--- config.mk ---
export PLATFORM = sky130hd
export DESIGN_NAME = scp_dev_flat
export DESIGN_NICKNAME = d
export VERILOG_FILES = /design/src/verilog/scp_pkg.sv /design/src/verilog/scp_if.sv /design/src/verilog/scp_dev.sv /design/src/flat_wrapper.sv
export SDC_FILE = /design/constraint.sdc
export NUM_CORES = 1
export LEC_CHECK = 0
export BUFFER_PORTS_ARGS = -buffer_cell sky130_fd_sc_hd__buf_2
export CAP_MARGIN = 20
export CORE_MARGIN = 5
export CORE_UTILIZATION = 40
export DETAILED_ROUTE_END_ITERATION = 6
export SETUP_SLACK_MARGIN = 0.05
export SLEW_MARGIN = 10
export SYNTH_ARGS = -nofsm -noshare
export SYNTH_HDL_FRONTEND = slang
export SYNTH_SLANG_ARGS = --single-unit
--- constraint.sdc ---
create_clock -name i_clk_sys -period 3.8 [get_ports i_clk_sys]
set_clock_uncertainty 0.05 [all_clocks]
set_input_delay 0.38 -clock i_clk_sys [delete_from_list [all_inputs] [get_ports i_clk_sys]]
set_output_delay 0.38 -clock i_clk_sys [all_outputs]
set_load 0.02 [all_outputs]
--- src/verilog/scp_pkg.sv ---
// Purpose: Shared constants for the serial configuration port
// Assumes: 10 MHz system clock on both ends
// Notes:   Word layout, bank codes, bank sizes and link timing
package scp_pkg;
  // Word layout
  localparam int unsigned WORD_W   = 32;
  localparam int unsigned PAY_W    = 27;
  localparam int unsigned PAY_LSB  = 5;
  localparam int unsigned BANK_MSB = 4;
  localparam int unsigned BANK_LSB = 3;
  localparam int unsigned REG_MSB  = 2;
  localparam int unsigned REG_LSB  = 0;
  localparam int unsigned BANKS    = 4;
  localparam int unsigned REGS_MAX = 8;

  // Bank codes
  localparam logic [1:0] BANK_NVM  = 2'h0;
  localparam logic [1:0] BANK_TXS  = 2'h1;
  localparam logic [1:0] BANK_RXS  = 2'h2;
  localparam logic [1:0] BANK_FUNC = 2'h3;

  // Registers per bank
  localparam logic [3:0] NREG_NVM  = 4'h3;
  localparam logic [3:0] NREG_SYN  = 4'h6;
  localparam logic [3:0] NREG_FUNC = 4'h8;

  // Reset values
  localparam logic [PAY_W-1:0]  PAY_RST  = 27'h0;
  localparam logic [WORD_W-1:0] WORD_RST = 32'h0;

  // Timing, system clock and link
  localparam int unsigned CLK_NS       = 100;
  localparam int unsigned SCLK_HALF_NS = 400;
  localparam int unsigned LATCH_NS     = 400;
  localparam int unsigned GAP_NS       = 800;
  localparam int unsigned SCLK_HALF_CYC =
    (SCLK_HALF_NS + CLK_NS - 1) / CLK_NS;
  localparam int unsigned LATCH_CYC = (LATCH_NS + CLK_NS - 1) / CLK_NS;
  localparam int unsigned GAP_CYC   = (GAP_NS + CLK_NS - 1) / CLK_NS;

  // True when a bank holds the given register number
  function automatic logic reg_exists(input logic [1:0] bank,
                                      input logic [2:0] idx);
    logic [3:0] n;
    n = NREG_NVM;
    case (bank)
      BANK_TXS, BANK_RXS: n = NREG_SYN;
      BANK_FUNC:          n = NREG_FUNC;
      default:            n = NREG_NVM;
    endcase
    return ({1'b0, idx} < n);
  endfunction
endpackage

--- src/verilog/scp_if.sv ---
// Purpose: Three-wire programming link plus readback pin
// Assumes: All pins single direction, no tristate
// Notes:   Bench connects host and device modports
`timescale 1ns/1ps
interface scp_if;
  logic prog_serial_clock;
  logic prog_serial_data_in;
  logic prog_latch_strobe;
  logic prog_readback_out;

  modport host (
    output prog_serial_clock,
    output prog_serial_data_in,
    output prog_latch_strobe,
    input  prog_readback_out
  );
  modport dev (
    input  prog_serial_clock,
    input  prog_serial_data_in,
    input  prog_latch_strobe,
    output prog_readback_out
  );
endinterface

--- src/verilog/scp_dev.sv ---
// Purpose: Device end of the serial configuration port
// Assumes: Link pins asynchronous, oversampled by i_clk_sys
// Notes:   Readback returns the addressed register's previous word;
//          each link pin must hold a level for one or more system
//          clocks, or an edge on it may be missed
`timescale 1ns/1ps

module scp_dev (
  // Link
  scp_if.dev                           link,
  // Clock, reset, enable
  input  wire logic                    i_clk_sys,
  input  wire logic                    i_rst_b,
  input  wire logic                    i_ce,
  // Write report
  output logic                         o_wr_pulse,
  output logic [1:0]                   o_wr_bank,
  output logic [2:0]                   o_wr_reg,
  output logic [scp_pkg::PAY_W-1:0]    o_wr_payload,
  output logic                         o_bad_addr,
  output logic                         o_func0_pulse
);
  import scp_pkg::*;

  // Synchroniser chains: [0] first stage, [1] second, [2] previous
  logic [2:0]             sck_s_r;
  logic [2:0]             sck_s_nxt;
  logic [1:0]             dat_s_r;
  logic [1:0]             dat_s_nxt;
  logic [2:0]             lat_s_r;
  logic [2:0]             lat_s_nxt;
  logic                   sck_rise;
  logic                   lat_rise;

  // Shift and readback state
  logic [WORD_W-1:0]      shift_r;
  logic [WORD_W-1:0]      shift_nxt;
  logic [WORD_W-1:0]      rb_sh_r;
  logic [WORD_W-1:0]      rb_sh_nxt;
  logic                   rb_out_r;
  logic                   rb_out_nxt;

  // Register banks. Every bank gets eight slots so the address indexes
  // directly; slots beyond a bank's size are never written.
  logic [PAY_W-1:0]       mem_r   [BANKS][REGS_MAX];
  logic [PAY_W-1:0]       mem_nxt [BANKS][REGS_MAX];

  // Report outputs
  logic                   wr_pulse_r;
  logic                   wr_pulse_nxt;
  logic [1:0]             wr_bank_r;
  logic [1:0]             wr_bank_nxt;
  logic [2:0]             wr_reg_r;
  logic [2:0]             wr_reg_nxt;
  logic [PAY_W-1:0]       wr_pay_r;
  logic [PAY_W-1:0]       wr_pay_nxt;
  logic                   bad_r;
  logic                   bad_nxt;
  logic                   func0_r;
  logic                   func0_nxt;

  // Decoded address of the word in the shift register; it only means
  // something once all 32 bits have arrived
  logic [1:0]             a_bank;
  logic [2:0]             a_reg;
  logic                   a_ok;

  // Edges are taken from the second stage against the previous one.
  // A pulse shorter than a system clock period can be lost entirely.
  assign sck_rise = sck_s_r[1] & ~sck_s_r[2];
  assign lat_rise = lat_s_r[1] & ~lat_s_r[2];

  // Address fields of the received word
  assign a_bank = shift_r[BANK_MSB:BANK_LSB];
  assign a_reg  = shift_r[REG_MSB:REG_LSB];
  assign a_ok   = reg_exists(a_bank, a_reg);

  // Synchronisers, next values. Two stages guard against a pin that
  // moves near the sampling edge; the third stage only remembers the
  // previous level for edge detection and adds no latency, since the
  // edge is seen as soon as the second stage rises.
  always_comb begin
    sck_s_nxt = {sck_s_r[1:0], link.prog_serial_clock};
    dat_s_nxt = {dat_s_r[0], link.prog_serial_data_in};
    lat_s_nxt = {lat_s_r[1:0], link.prog_latch_strobe};
  end

  // Synchronisers, registers
  always_ff @(posedge i_clk_sys or negedge i_rst_b) begin
    if (!i_rst_b) begin
      sck_s_r <= 3'h0;
      dat_s_r <= 2'h0;
      lat_s_r <= 3'h0;
    end else if (i_ce) begin
      sck_s_r <= sck_s_nxt;
      dat_s_r <= dat_s_nxt;
      lat_s_r <= lat_s_nxt;
    end
  end

  // Shift, latch decode and readback, next values.
  // Latch wins over a clock edge in the same cycle; a well behaved
  // host never does both, so nothing is lost in practice.
  always_comb begin
    shift_nxt = shift_r;
    rb_sh_nxt = rb_sh_r;
    mem_nxt   = mem_r;
    if (lat_rise) begin
      // Latch is not tied to the serial clock, so only its edge counts
      if (a_ok) begin
        mem_nxt[a_bank][a_reg] = shift_r[WORD_W-1:PAY_LSB];
        // Old contents go out on readback during the next word
        rb_sh_nxt = {mem_r[a_bank][a_reg], shift_r[PAY_LSB-1:0]};
      end else begin
        // Unknown address: nothing stored, readback shows zeros
        rb_sh_nxt = WORD_RST;
      end
    end else if (sck_rise) begin
      shift_nxt = {dat_s_r[1], shift_r[WORD_W-1:1]};
      rb_sh_nxt = {1'b0, rb_sh_r[WORD_W-1:1]};
    end
    rb_out_nxt = rb_sh_nxt[0];
  end

  // Report outputs, next values. Bank, register and payload hold
  // until the next commit, so a slow consumer may read them after
  // the one-cycle pulse has gone.
  always_comb begin
    wr_pulse_nxt = 1'b0;
    wr_bank_nxt  = wr_bank_r;
    wr_reg_nxt   = wr_reg_r;
    wr_pay_nxt   = wr_pay_r;
    bad_nxt      = 1'b0;
    func0_nxt    = 1'b0;
    if (lat_rise) begin
      if (a_ok) begin
        wr_pulse_nxt = 1'b1;
        wr_bank_nxt  = a_bank;
        wr_reg_nxt   = a_reg;
        wr_pay_nxt   = shift_r[WORD_W-1:PAY_LSB];
        func0_nxt    = (a_bank == BANK_FUNC) && (a_reg == 3'h0);
      end else begin
        // Refused addresses are reported rather than silently dropped
        bad_nxt = 1'b1;
      end
    end
  end

  // Shift, banks and readback, registers. The banks are plain flops;
  // a much larger bank count would call for a memory instead.
  always_ff @(posedge i_clk_sys or negedge i_rst_b) begin
    if (!i_rst_b) begin
      shift_r  <= WORD_RST;
      rb_sh_r  <= WORD_RST;
      rb_out_r <= 1'b0;
      for (int b = 0; b < BANKS; b++) begin
        for (int r = 0; r < REGS_MAX; r++) begin
          mem_r[b][r] <= PAY_RST;
        end
      end
    end else if (i_ce) begin
      shift_r  <= shift_nxt;
      rb_sh_r  <= rb_sh_nxt;
      rb_out_r <= rb_out_nxt;
      mem_r    <= mem_nxt;
    end
  end

  // Report outputs, registers
  always_ff @(posedge i_clk_sys or negedge i_rst_b) begin
    if (!i_rst_b) begin
      wr_pulse_r <= 1'b0;
      wr_bank_r  <= 2'h0;
      wr_reg_r   <= 3'h0;
      wr_pay_r   <= PAY_RST;
      bad_r      <= 1'b0;
      func0_r    <= 1'b0;
    end else if (i_ce) begin
      wr_pulse_r <= wr_pulse_nxt;
      wr_bank_r  <= wr_bank_nxt;
      wr_reg_r   <= wr_reg_nxt;
      wr_pay_r   <= wr_pay_nxt;
      bad_r      <= bad_nxt;
      func0_r    <= func0_nxt;
    end
  end

  // Every output straight from a flip-flop, so whatever listens sees
  // no decode glitches
  assign link.prog_readback_out = rb_out_r;
  assign o_wr_pulse    = wr_pulse_r;
  assign o_wr_bank     = wr_bank_r;
  assign o_wr_reg      = wr_reg_r;
  assign o_wr_payload  = wr_pay_r;
  assign o_bad_addr    = bad_r;
  assign o_func0_pulse = func0_r;
endmodule

--- src/flat_wrapper.sv ---
// flat-port wrapper written by rule: the top's interface ports become plain ports
module scp_dev_flat import scp_pkg::*;
  (i_clk_sys, i_rst_b, i_ce, o_wr_pulse, o_wr_bank, o_wr_reg, o_wr_payload, o_bad_addr, o_func0_pulse, link_prog_serial_clock, link_prog_serial_data_in, link_prog_latch_strobe, link_prog_readback_out);
  scp_if link_i ();
  input  wire logic i_clk_sys;
  input  wire logic i_rst_b;
  input  wire logic i_ce;
  output logic o_wr_pulse;
  output logic [1:0] o_wr_bank;
  output logic [2:0] o_wr_reg;
  output logic [scp_pkg::PAY_W-1:0] o_wr_payload;
  output logic o_bad_addr;
  output logic o_func0_pulse;
  input wire logic [$bits(link_i.prog_serial_clock)-1:0] link_prog_serial_clock;
  input wire logic [$bits(link_i.prog_serial_data_in)-1:0] link_prog_serial_data_in;
  input wire logic [$bits(link_i.prog_latch_strobe)-1:0] link_prog_latch_strobe;
  output wire logic [$bits(link_i.prog_readback_out)-1:0] link_prog_readback_out;
  assign link_i.prog_serial_clock = link_prog_serial_clock;
  assign link_i.prog_serial_data_in = link_prog_serial_data_in;
  assign link_i.prog_latch_strobe = link_prog_latch_strobe;
  assign link_prog_readback_out = link_i.prog_readback_out;
  scp_dev u_core (.link(link_i), .i_clk_sys(i_clk_sys), .i_rst_b(i_rst_b), .i_ce(i_ce), .o_wr_pulse(o_wr_pulse), .o_wr_bank(o_wr_bank), .o_wr_reg(o_wr_reg), .o_wr_payload(o_wr_payload), .o_bad_addr(o_bad_addr), .o_func0_pulse(o_func0_pulse));
endmodule
## Word level (Yosys, flattened, before mapping)

Index checks and enable logic that the tools add are counted.

| operators by class | value |
|---|---|
| reduce and logical (&&, ||, !) cells | 9 |
| equal/unequal tests | 3 |
| magnitude comparators | 5 |
| bitwise gates (word level) | 7 |
| multiplexer cells | 21 |

Operators with widths:

| cell | count |
|---|---|
| bitwise mux 864 bit | 1 |
| 2-to-1 mux 216 bit | 3 |
| binary-select mux 216 bit (select 2 bit) | 1 |
| demux 216 bit (select 2 bit) | 1 |
| 2-to-1 mux 32 bit | 3 |
| binary-select mux 27 bit (select 3 bit) | 1 |
| demux 27 bit (select 3 bit) | 1 |
| 2-to-1 mux 27 bit | 3 |
| case mux 4 bit (2 select lines) | 1 |
| 2-to-1 mux 1 bit | 6 |
| AND reduction 3 bit | 2 |
| == test 2 bit, second input constant | 2 |
| greater-or-equal comparator 4 bit, second input constant | 1 |
| less-than comparator 3 x 4 -> 1 bit | 1 |
| less-than comparator 4 x 1 -> 1 bit, second input constant | 1 |
| NOT 3 -> 4 bit | 1 |
| greater-or-equal comparator 3 bit, second input constant | 1 |
| logical AND 1 bit | 3 |
| zero test 3 bit | 1 |
| less-than comparator 3 x 1 -> 1 bit, second input constant | 1 |
| NOT 1 bit | 3 |
| NOT 2 -> 3 bit | 1 |
| bitwise AND 1 bit | 2 |
| == test 2 x 1 -> 1 bit, second input constant | 1 |
| 3 further kinds | 3 |

| storage, ports and cells | value |
|---|---|
| register bits | 971 |
| bits of input ports | 6 |
| output and inout bits | 36 |
| logic and storage cells | 89 |

## Depth between registers and ports, before layout

Gate-level depths: netlist of the first run.

| depth | value |
|---|---|
| depth in word-level cells | 9 |
| depth in mapped cells | 16 |
| gate-level depth less buffers | 8 |

## Least setup slack after synthesis of the first run

No wires, ideal clock.

| path | value |
|---|---|
| kind | register to register |
| start point | reg u_core.shift_r[4] |
| end point | reg u_core.mem_r[392] (netlist bit) |
| period minus slack after synthesis | 3327 ps |
| data arrival time | 3150 ps |
| buffers on the path | 7 |
| path slack | 473 ps |
| required time | 3622 ps |
| cell stages (with the launch flop) | 16 |
| library setup time | 128 ps |
| cell sequence | dfrtp_1 buf_4 buf_2 buf_2 buf_2 inv_1 ha_1 inv_1 ha_1 nor2_1 o311a_1 buf_6 buf_12 nand3_4 buf_6 mux2_1 |

| on the way | value |
|---|---|
| cells in the longest elaborated chain, start to end | 6 |
| elaborated cells on any way between the ends | 14 |
| classes of those cells | order compare (3); eq/ne (3); mux (4); bitwise (1); reduce/logical (3) |

Ends and longest elaborated chain:

| element | RTL line | text |
|---|---|---|
| from (decl) | scp_dev.sv:36 | `logic [WORD_W-1:0] shift_r;` |
| from (signal assigned) | scp_dev.sv:162 | `shift_r <= shift_nxt;` |
| parallel branches: the longest is 6 deep, another holds less-than comparator 3 x 4 -> 1 bit | - |  |
| to (signal assigned) | scp_dev.sv:165 | `mem_r <= mem_nxt;` |
| to (decl) | scp_dev.sv:45 | `logic [PAY_W-1:0] mem_r [BANKS][REGS_MAX];` |

Parallel ways; which one is timed is not known.
A chain may end at the register's enable or synchronous reset.

## Worst setup path in the final report of the first run

| path | value |
|---|---|
| start point | reg u_core.shift_r[3] |
| end point | reg u_core.rb_sh_r[21] |

| on the way | value |
|---|---|
| cells in the longest elaborated chain, start to end | 9 |
| elaborated cells on any way between the ends | 15 |
| classes of those cells | order compare (1); eq/ne (3); mux (9); bitwise (1); reduce/logical (1) |

Ends and longest elaborated chain:

| element | RTL line | text |
|---|---|---|
| NOT 2 -> 3 bit (not written as such) | scp_dev.sv:113 | `rb_sh_nxt = {mem_r[a_bank][a_reg], shift_r[PAY_LSB-1:0]};` |
| binary-select mux 216 bit (select 2 bit) | scp_dev.sv:113 |  |
| 2-to-1 mux 216 bit (not written as such) (2 in a row) | scp_dev.sv:113 |  |
| binary-select mux 27 bit (select 3 bit) | scp_dev.sv:113 |  |
| 2-to-1 mux 27 bit (not written as such) (2 in a row) | scp_dev.sv:113 |  |
| 2-to-1 mux 32 bit * | scp_dev.sv:110 | `if (a_ok) begin` |
| 2-to-1 mux 32 bit * | scp_dev.sv:108 | `if (lat_rise) begin` |
| to (signal assigned) | scp_dev.sv:163 | `rb_sh_r <= rb_sh_nxt;` |
| to (decl) | scp_dev.sv:38 | `logic [WORD_W-1:0] rb_sh_r;` |

Every way passes the cells marked *; elsewhere a longest branch is shown, timed or not. The select of a mux whose other input is x is not followed.

==> results of run 1 <==
## per-layer routing
layer  vias up  routed length (µm)  track usage, %
met5         -                  13               0
met1     14400               55700            28.0
met4         2                4250            6.80
met3       219                5550            3.78
met2       603               59500            33.4
li1      11200                   -               -
## final cells by class
type / count / area [µm²]
fill: 9834 / 61300
timing repair buffer: 186 / 1800
tap: 1500 / 1880
clock buffer: 155 / 3100
inverter: 11 / 41.3
clock inverter: 38 / 477
multi-input combinational: 1779 / 19500
sequential: 971 / 24300
antenna: 2 / 5.00
## path summary, 6_finish.rpt
| check | start | end | slack (ns) | depth (start not counted) |
|---|---|---|---|---|
| worst max-delay path | u_core.shift_r[3]$_DFFE_PN0P_ | u_core.rb_sh_r[21]$_DFFE_PN0P_ | 0.35 | 7 |
| worst min-delay path | i_ce | u_core.o_bad_addr$_DFFE_PN0P_ | 0.19 | 4 |
| worst max register to register | u_core.shift_r[3]$_DFFE_PN0P_ | u_core.rb_sh_r[21]$_DFFE_PN0P_ | 0.35 | 7 |
| worst min register to register | u_core.o_wr_payload[18]$_DFFE_PN0P_ | u_core.o_wr_payload[18]$_DFFE_PN0P_ | 0.42 | 2 |
| max in group asynchronous | i_rst_b | u_core.mem_r[117]$_DFFE_PN0P_ | 2.19 | 3 |
| min in group asynchronous | i_rst_b | u_core.mem_r[425]$_DFFE_PN0P_ | 0.22 | 2 |
## per-stage QoR
stage          power, mW  utilization, %  std cells  hold slack (ns)
2_1_floorplan       14.1               -       3036           0.0344
3_3_place_gp        16.4            42.1       4433            0.346
3_5_place_dp        16.5            42.1       4436            0.338
4_1_cts             27.1            45.3       4633            0.145
5_1_grt             27.8            45.5       4640            0.184
6_report            26.9            45.5       4642            0.194
## logic make-up (layout without fill, tap and decap cells)
group                      after synthesis  in the layout  synth area share [%]
other                                    0              2                     0
buffers and inverters                  286            390                  3.42
muxes                                 1268           1268                  35.1
adders and majority gates                7              7                 0.194
DFF                                    971            971                  53.9
and+or+nand+nor                        257            257                  3.49
AOI/OAI and AO/OA                      247            247                  3.99
## worst register-to-register path: cells and delay by family (launching register included)
kind	cells	cell delay, ns
buf+inv	2	1.14
compound gates	1	0.34
simple gates	4	1.37
flops	1	0.49
## placed cells by master (no fill, tap or decap), types with 8 or more instances in the layout
master	n
a21oi_1	21
mux4_2	65
buf_12	29
nand3_1	11
bufinv_16	9
clkbuf_8	26
buf_4	102
o22ai_1	27
mux2_2	541
inv_1	11
mux2_1	43
mux2i_1	302
a22oi_1	151
o22a_1	21
clkbuf_16	106
clkbuf_1	23
nand2_1	104
nand3_4	18
nor2_1	23
o21ai_0	8
buf_2	40
dfrtp_1	967
clkinv_2	16
mux2_4	317
nand4_1	47
## power by group through the flow
| stage | combinational [mW] | sequential, mW | clock (mW) |
|---|---|---|---|
| finish | 4.94 | 11.4 | 10.6 |
| CTS | 4.97 | 11.4 | 10.8 |
| detailed placement | 4.93 | 11.5 | 0 |
| global route | 5.24 | 11.4 | 11.2 |
| floorplan | 2.74 | 11.4 | 0 |
| global placement | 4.83 | 11.5 | 0 |
==> impl_metrics.json, run 1 <==
{
  "crit_arrival_ns": 4.01,
  "switching_share_pct": 29.9,
  "sequentialPowerShare_pct": 42.3,
  "period_share_pct": 90.9,
  "initial_core_util_pct": 40.2,
  "power.leakage_nw": 24.3,
  "regMostFlops": "u_core.mem_r",
  "place_congestion": 0.814,
  "io_buffers": 41,
  "dp_hpwl_mm": 73.4,
  "die_x_um": 346,
  "synth.most_common_cell": "dfrtp_1",
  "power.switching_mw": 8.04,
  "syn_area_um2": 45100,
  "crit_path_max_incr_delay_ns": 0.76,
  "antenna_found_initial": 2,
  "relSlewSlack_pct": 24.0,
  "dr_total_vias": 26400,
  "ys_seq_elements": 971,
  "overflow": 0,
  "path_clk_slew_ns": 0.06,
  "end_kind": "register",
  "cts_htree_levels": 3,
  "worstPathCellList": "buf_4, buf_4, and4b_1, a22oi_1, nand4_1, or4_1, nand3_1",
  "worstSetupPathType": "register to register",
  "holdBufCountCts": 4,
  "design_area_um2": 51100,
  "wirelength_mm": 125,
  "largest_reg_flops": 864,
  "synthDistinctLibCells": 58,
  "pwr-share-clk_pct": 39.3,
  "rsz0062_at_grt": "false",
  "grt_pass1_vias": 28800,
  "syn_nets": 3049,
  "worst_pin_slew_ns": 1.14,
  "yosysSeqAreaShare_pct": 53.9,
  "synth_top_area_share_pct": 53.9,
  "hold_path.class": "primary input to register",
  "path_buf_inv": 2,
  "setup_slack_ns": 0.347,
  "area_growth_pct": 13.2,
  "insertion_delay_ns": 0.69,
  "cts.sink_count": 971,
  "reg_top3": "u_core.mem_r: 864 flops, u_core.shift_r: 32 flops, u_core.rb_sh_r: 31 flops",
  "crit_path_start_kind": "register",
  "status": "finished with violations",
  "fp.dieH_um": 346,
  "combinationalPowerShare_pct": 18.4,
  "viasPerCell": 5.69,
  "netlist.top_cell.by_area": "dfrtp_1",
  "place_ws_ns": 0.319,
  "power_density_nw_per_um2": 526,
  "maxSlewViolCount": 0,
  "async_reset_ff_share_pct": 100,
  "postSynthAreaPerCell_um2": 14.9,
  "drc": 5,
  "grt_max_degree": 146,
  "min_period_ns": 3.45,
  "drtAntennaViolNets": 0,
  "crit_top_cell": "buf_4",
  "synthTopCellsByArea": "dfrtp_1 (54%), mux2_2 (14%), mux2_4 (11%), mux2i_1 (6.7%), mux4_2 (3.2%)",
  "track_usage_pct": 20.6,
  "worst_ep_required_time_ns": 4.36,
  "synth.yosys.warnings": 0,
  "placed_cell_area_um2": 47300,
  "max_cap_violations": 0,
  "fmax_ghz": 0.290,
  "drt_iter0_markers": 2005,
  "nets": 3068,
  "crit_fanout": 38,
  "dieArea_um2": 120000,
  "violations": "DRC",
  "clockBufferDepth": 3,
  "postCtsSetupRepairBufs": 0,
  "cts_tree": "yes",
  "synthFlopType": "dfrtp_1",
  "hold_viol_final": 0,
  "drt_pass1_iterations": 7,
  "drive_above_1_share_pct": 42.3,
  "synth_common_cells": "dfrtp_1 (971), mux2_2 (541), mux2_4 (317)",
  "wl_per_cell_um": 26.9,
  "cts_root_buf": "clkbuf_16",
  "critPathTopFamily": "simple AND/OR/NAND/NOR gates",
  "p_int_mw": 18.8,
  "cts-resized-gates": 0,
  "cts_buffers": 106,
  "coreArea_um2": 112000,
  "cpMaxStageDelayCell": "buf_4",
  "num_io_pins": 42,
  "postSynthCellCount": 3036,
  "setup_viol": 0,
  "irDropWorstVdd_v": 0.000407,
  "std_cell_rows": 123,
  "synth-edff-count": 0,
  "grt_pass1_wl_mm": 189,
  "setup_tns_ns": 0
}
No activity file was read; power rests on OpenSTA's default activity.
==> run 2, diff against run 1 <==
--- a/config.mk
+++ b/config.mk
@@ -11,6 +11,7 @@
 export CORE_UTILIZATION = 40
 export DETAILED_ROUTE_END_ITERATION = 6
 export SETUP_SLACK_MARGIN = 0.05
+export SKIP_CTS_REPAIR_TIMING = 1
 export SLEW_MARGIN = 10
 export SYNTH_ARGS = -nofsm -noshare
 export SYNTH_HDL_FRONTEND = slang
==> constraint.sdc (replaced) <==
create_clock -name i_clk_sys -period 3.8 [get_ports i_clk_sys]
set_clock_uncertainty 0.05 [all_clocks]
set_input_delay 1.14 -clock i_clk_sys [delete_from_list [all_inputs] [get_ports i_clk_sys]]
set_output_delay 1.14 -clock i_clk_sys [all_outputs]
set_load 0.02 [all_outputs]
==> run 2 against run 1 <==
Compared with the run above:
- the flow now finishes without violations
- combinational power fell by 4%
- sequential power barely moved
- largest power group unchanged
- first-iteration DRC count fell by 10%
- critical endpoint is now u_core.mem_r[468]$_DFFE_PN0P_
==> impl_metrics.json, run 2 (same netlist as run 1, synthesis figures left out) <==
{
  "std_cell_rows": 123,
  "rrSetupSlack_ns": 0.40,
  "grt_max_degree": 144,
  "relSlewSlack_pct": 30.9,
  "wirelength_mm": 124,
  "crit_arrival_ns": 3.92,
  "max_cap_violations": 0,
  "final_common_cell": "dfrtp_1",
  "reg2reg_to": "u_core.mem_r[468]$_DFFE_PN0P_",
  "worstSetupPathType": "register to register",
  "fill_cells": 9885,
  "drc": 0,
  "place_congestion": 0.802,
  "rsz0062_at_grt": "false",
  "cts_root_buf": "clkbuf_16",
  "insertion_delay_ns": 0.69,
  "drt_pass1_iterations": 6,
  "power.leakage_nw": 24.3,
  "cts_buffers": 106,
  "largest_reg_flops": 864,
  "crit_fanout": 15,
  "place_ws_ns": 0.423,
  "dp_hpwl_mm": 73.2,
  "mostFrequentLayoutCells": "dfrtp_1 (964), mux2_2 (541), mux2_4 (317), mux2i_1 (302), a22oi_1 (151)",
  "fp.dieH_um": 346,
  "r2r-start": "u_core.shift_r[4]$_DFFE_PN0P_",
  "io_buffers": 41,
  "regMostFlops": "u_core.mem_r",
  "area_growth_pct": 13.4,
  "grt_pass1_vias": 28600,
  "worst_pin_slew_ns": 1.04,
  "drt_iter0_markers": 1798,
  "track_usage_pct": 20.5,
  "drtAntennaViolNets": 0,
  "crit_path_start_kind": "register",
  "viasPerCell": 5.71,
  "reg_top3": "u_core.mem_r: 864 flops, u_core.shift_r: 32 flops, u_core.rb_sh_r: 31 flops",
  "cts_tree": "yes",
  "num_io_pins": 42,
  "worst_ep_required_time_ns": 4.31,
  "initial_core_util_pct": 40.2,
  "min_period_ns": 3.40,
  "utilization_pct": 45.5,
  "cts_htree_levels": 3,
  "maxSlewViolCount": 0,
  "fmax_ghz": 0.294,
  "hold_viol_final": 0,
  "cts.sink_count": 971,
  "dp.cells": 4426,
  "irDropWorstVdd_v": 0.000399,
  "power_density_nw_per_um2": 524,
  "setup_slack_ns": 0.398,
  "dr_total_vias": 26400,
  "nets": 3057,
  "coreArea_um2": 112000,
  "dieArea_um2": 120000,
  "clockBufferDepth": 3,
  "period_share_pct": 89.5,
  "die_x_um": 346,
  "path_clk_slew_ns": 0.06,
  "overflow": 0,
  "antenna_found_initial": 2,
  "setup_viol": 0,
  "wl_per_cell_um": 26.7,
  "setup_tns_ns": 0,
  "finalNonFillerCells": 4631,
  "drive_above_1_share_pct": 42.5,
  "status": "complete, no violations",
  "reg2regPathDepth": 10,
  "grt_pass1_wl_mm": 189,
  "hold_path.class": "primary input to asynchronous set/reset pin",
  "end_kind": "register"
}
[run 2: area by class of cell]
class / instances / area (µm²) / share of cell area (%)
Sequential cell: 971 / 24300 / 47.5
Multi-Input combinational cell: 1779 / 19500 / 38.0
Clock buffer: 146 / 3040 / 5.95
Tap cell: 1500 / 1880 / 3.67
Timing Repair Buffer: 175 / 1840 / 3.60
Clock inverter: 46 / 582 / 1.14
Inverter: 11 / 41.3 / 0.0807
Antenna cell: 3 / 7.51 / 0.0147
[run 2: layer usage]
metal  GRT usage [%]  share of wire, %  up-vias
li1                -                 -    11200
met1            28.9                46    14400
met2            33.1                47      607
met3            2.75               4.0      196
met4            6.12               3.1        0
met5               0                 0        -
[run 2: power by group]
part           internal, mW  switching [mW]
logic                  1.65            3.11
clock network          6.40            4.32
registers              10.9           0.466
total                  18.9            7.89
[run 2: worst max path at each step]
stage / start / slack, ns / cells past startpoint / end
finish: u_core.shift_r[4]$_DFFE_PN0P_ / 0.40 / 10 / u_core.mem_r[468]$_DFFE_PN0P_
global route: u_core.shift_r[4]$_DFFE_PN0P_ / 0.30 / 6 / u_core.rb_sh_r[15]$_DFFE_PN0P_
CTS: u_core.shift_r[4]$_DFFE_PN0P_ / 0.42 / 10 / u_core.mem_r[448]$_DFFE_PN0P_
detailed placement: u_core.shift_r[3]$_DFFE_PN0P_ / 0.42 / 5 / u_core.mem_r[559]$_DFFE_PN0P_
global placement: u_core.shift_r[4]$_DFFE_PN0P_ / 0.50 / 10 / u_core.mem_r[454]$_DFFE_PN0P_
floorplan: u_core.shift_r[4]$_DFFE_PN0P_ / 0.47 / 15 / u_core.mem_r[392]$_DFFE_PN0P_
[run 2: stage by stage]
stage	total power [mW]	area, µm²	hold slack [ns]
4_1_cts	27.1	50900	0.306
5_1_grt	27.9	51100	0.309
3_5_place_dp	16.3	47300	0.412
6_report	26.8	51200	0.335
2_1_floorplan	14.1	45100	0.399
3_3_place_gp	16.1	47200	0.406
[run 2: critical path: stages (launching register included)]
cell and delay [ns]:
dfrtp_4 0.53, inv_1 0.16, ha_1 0.27, inv_1 0.07
ha_1 0.22, nor2_1 0.26, o311a_4 0.39, buf_12 0.23
nand3_4 0.35, buf_12 0.35, mux2_4 0.31
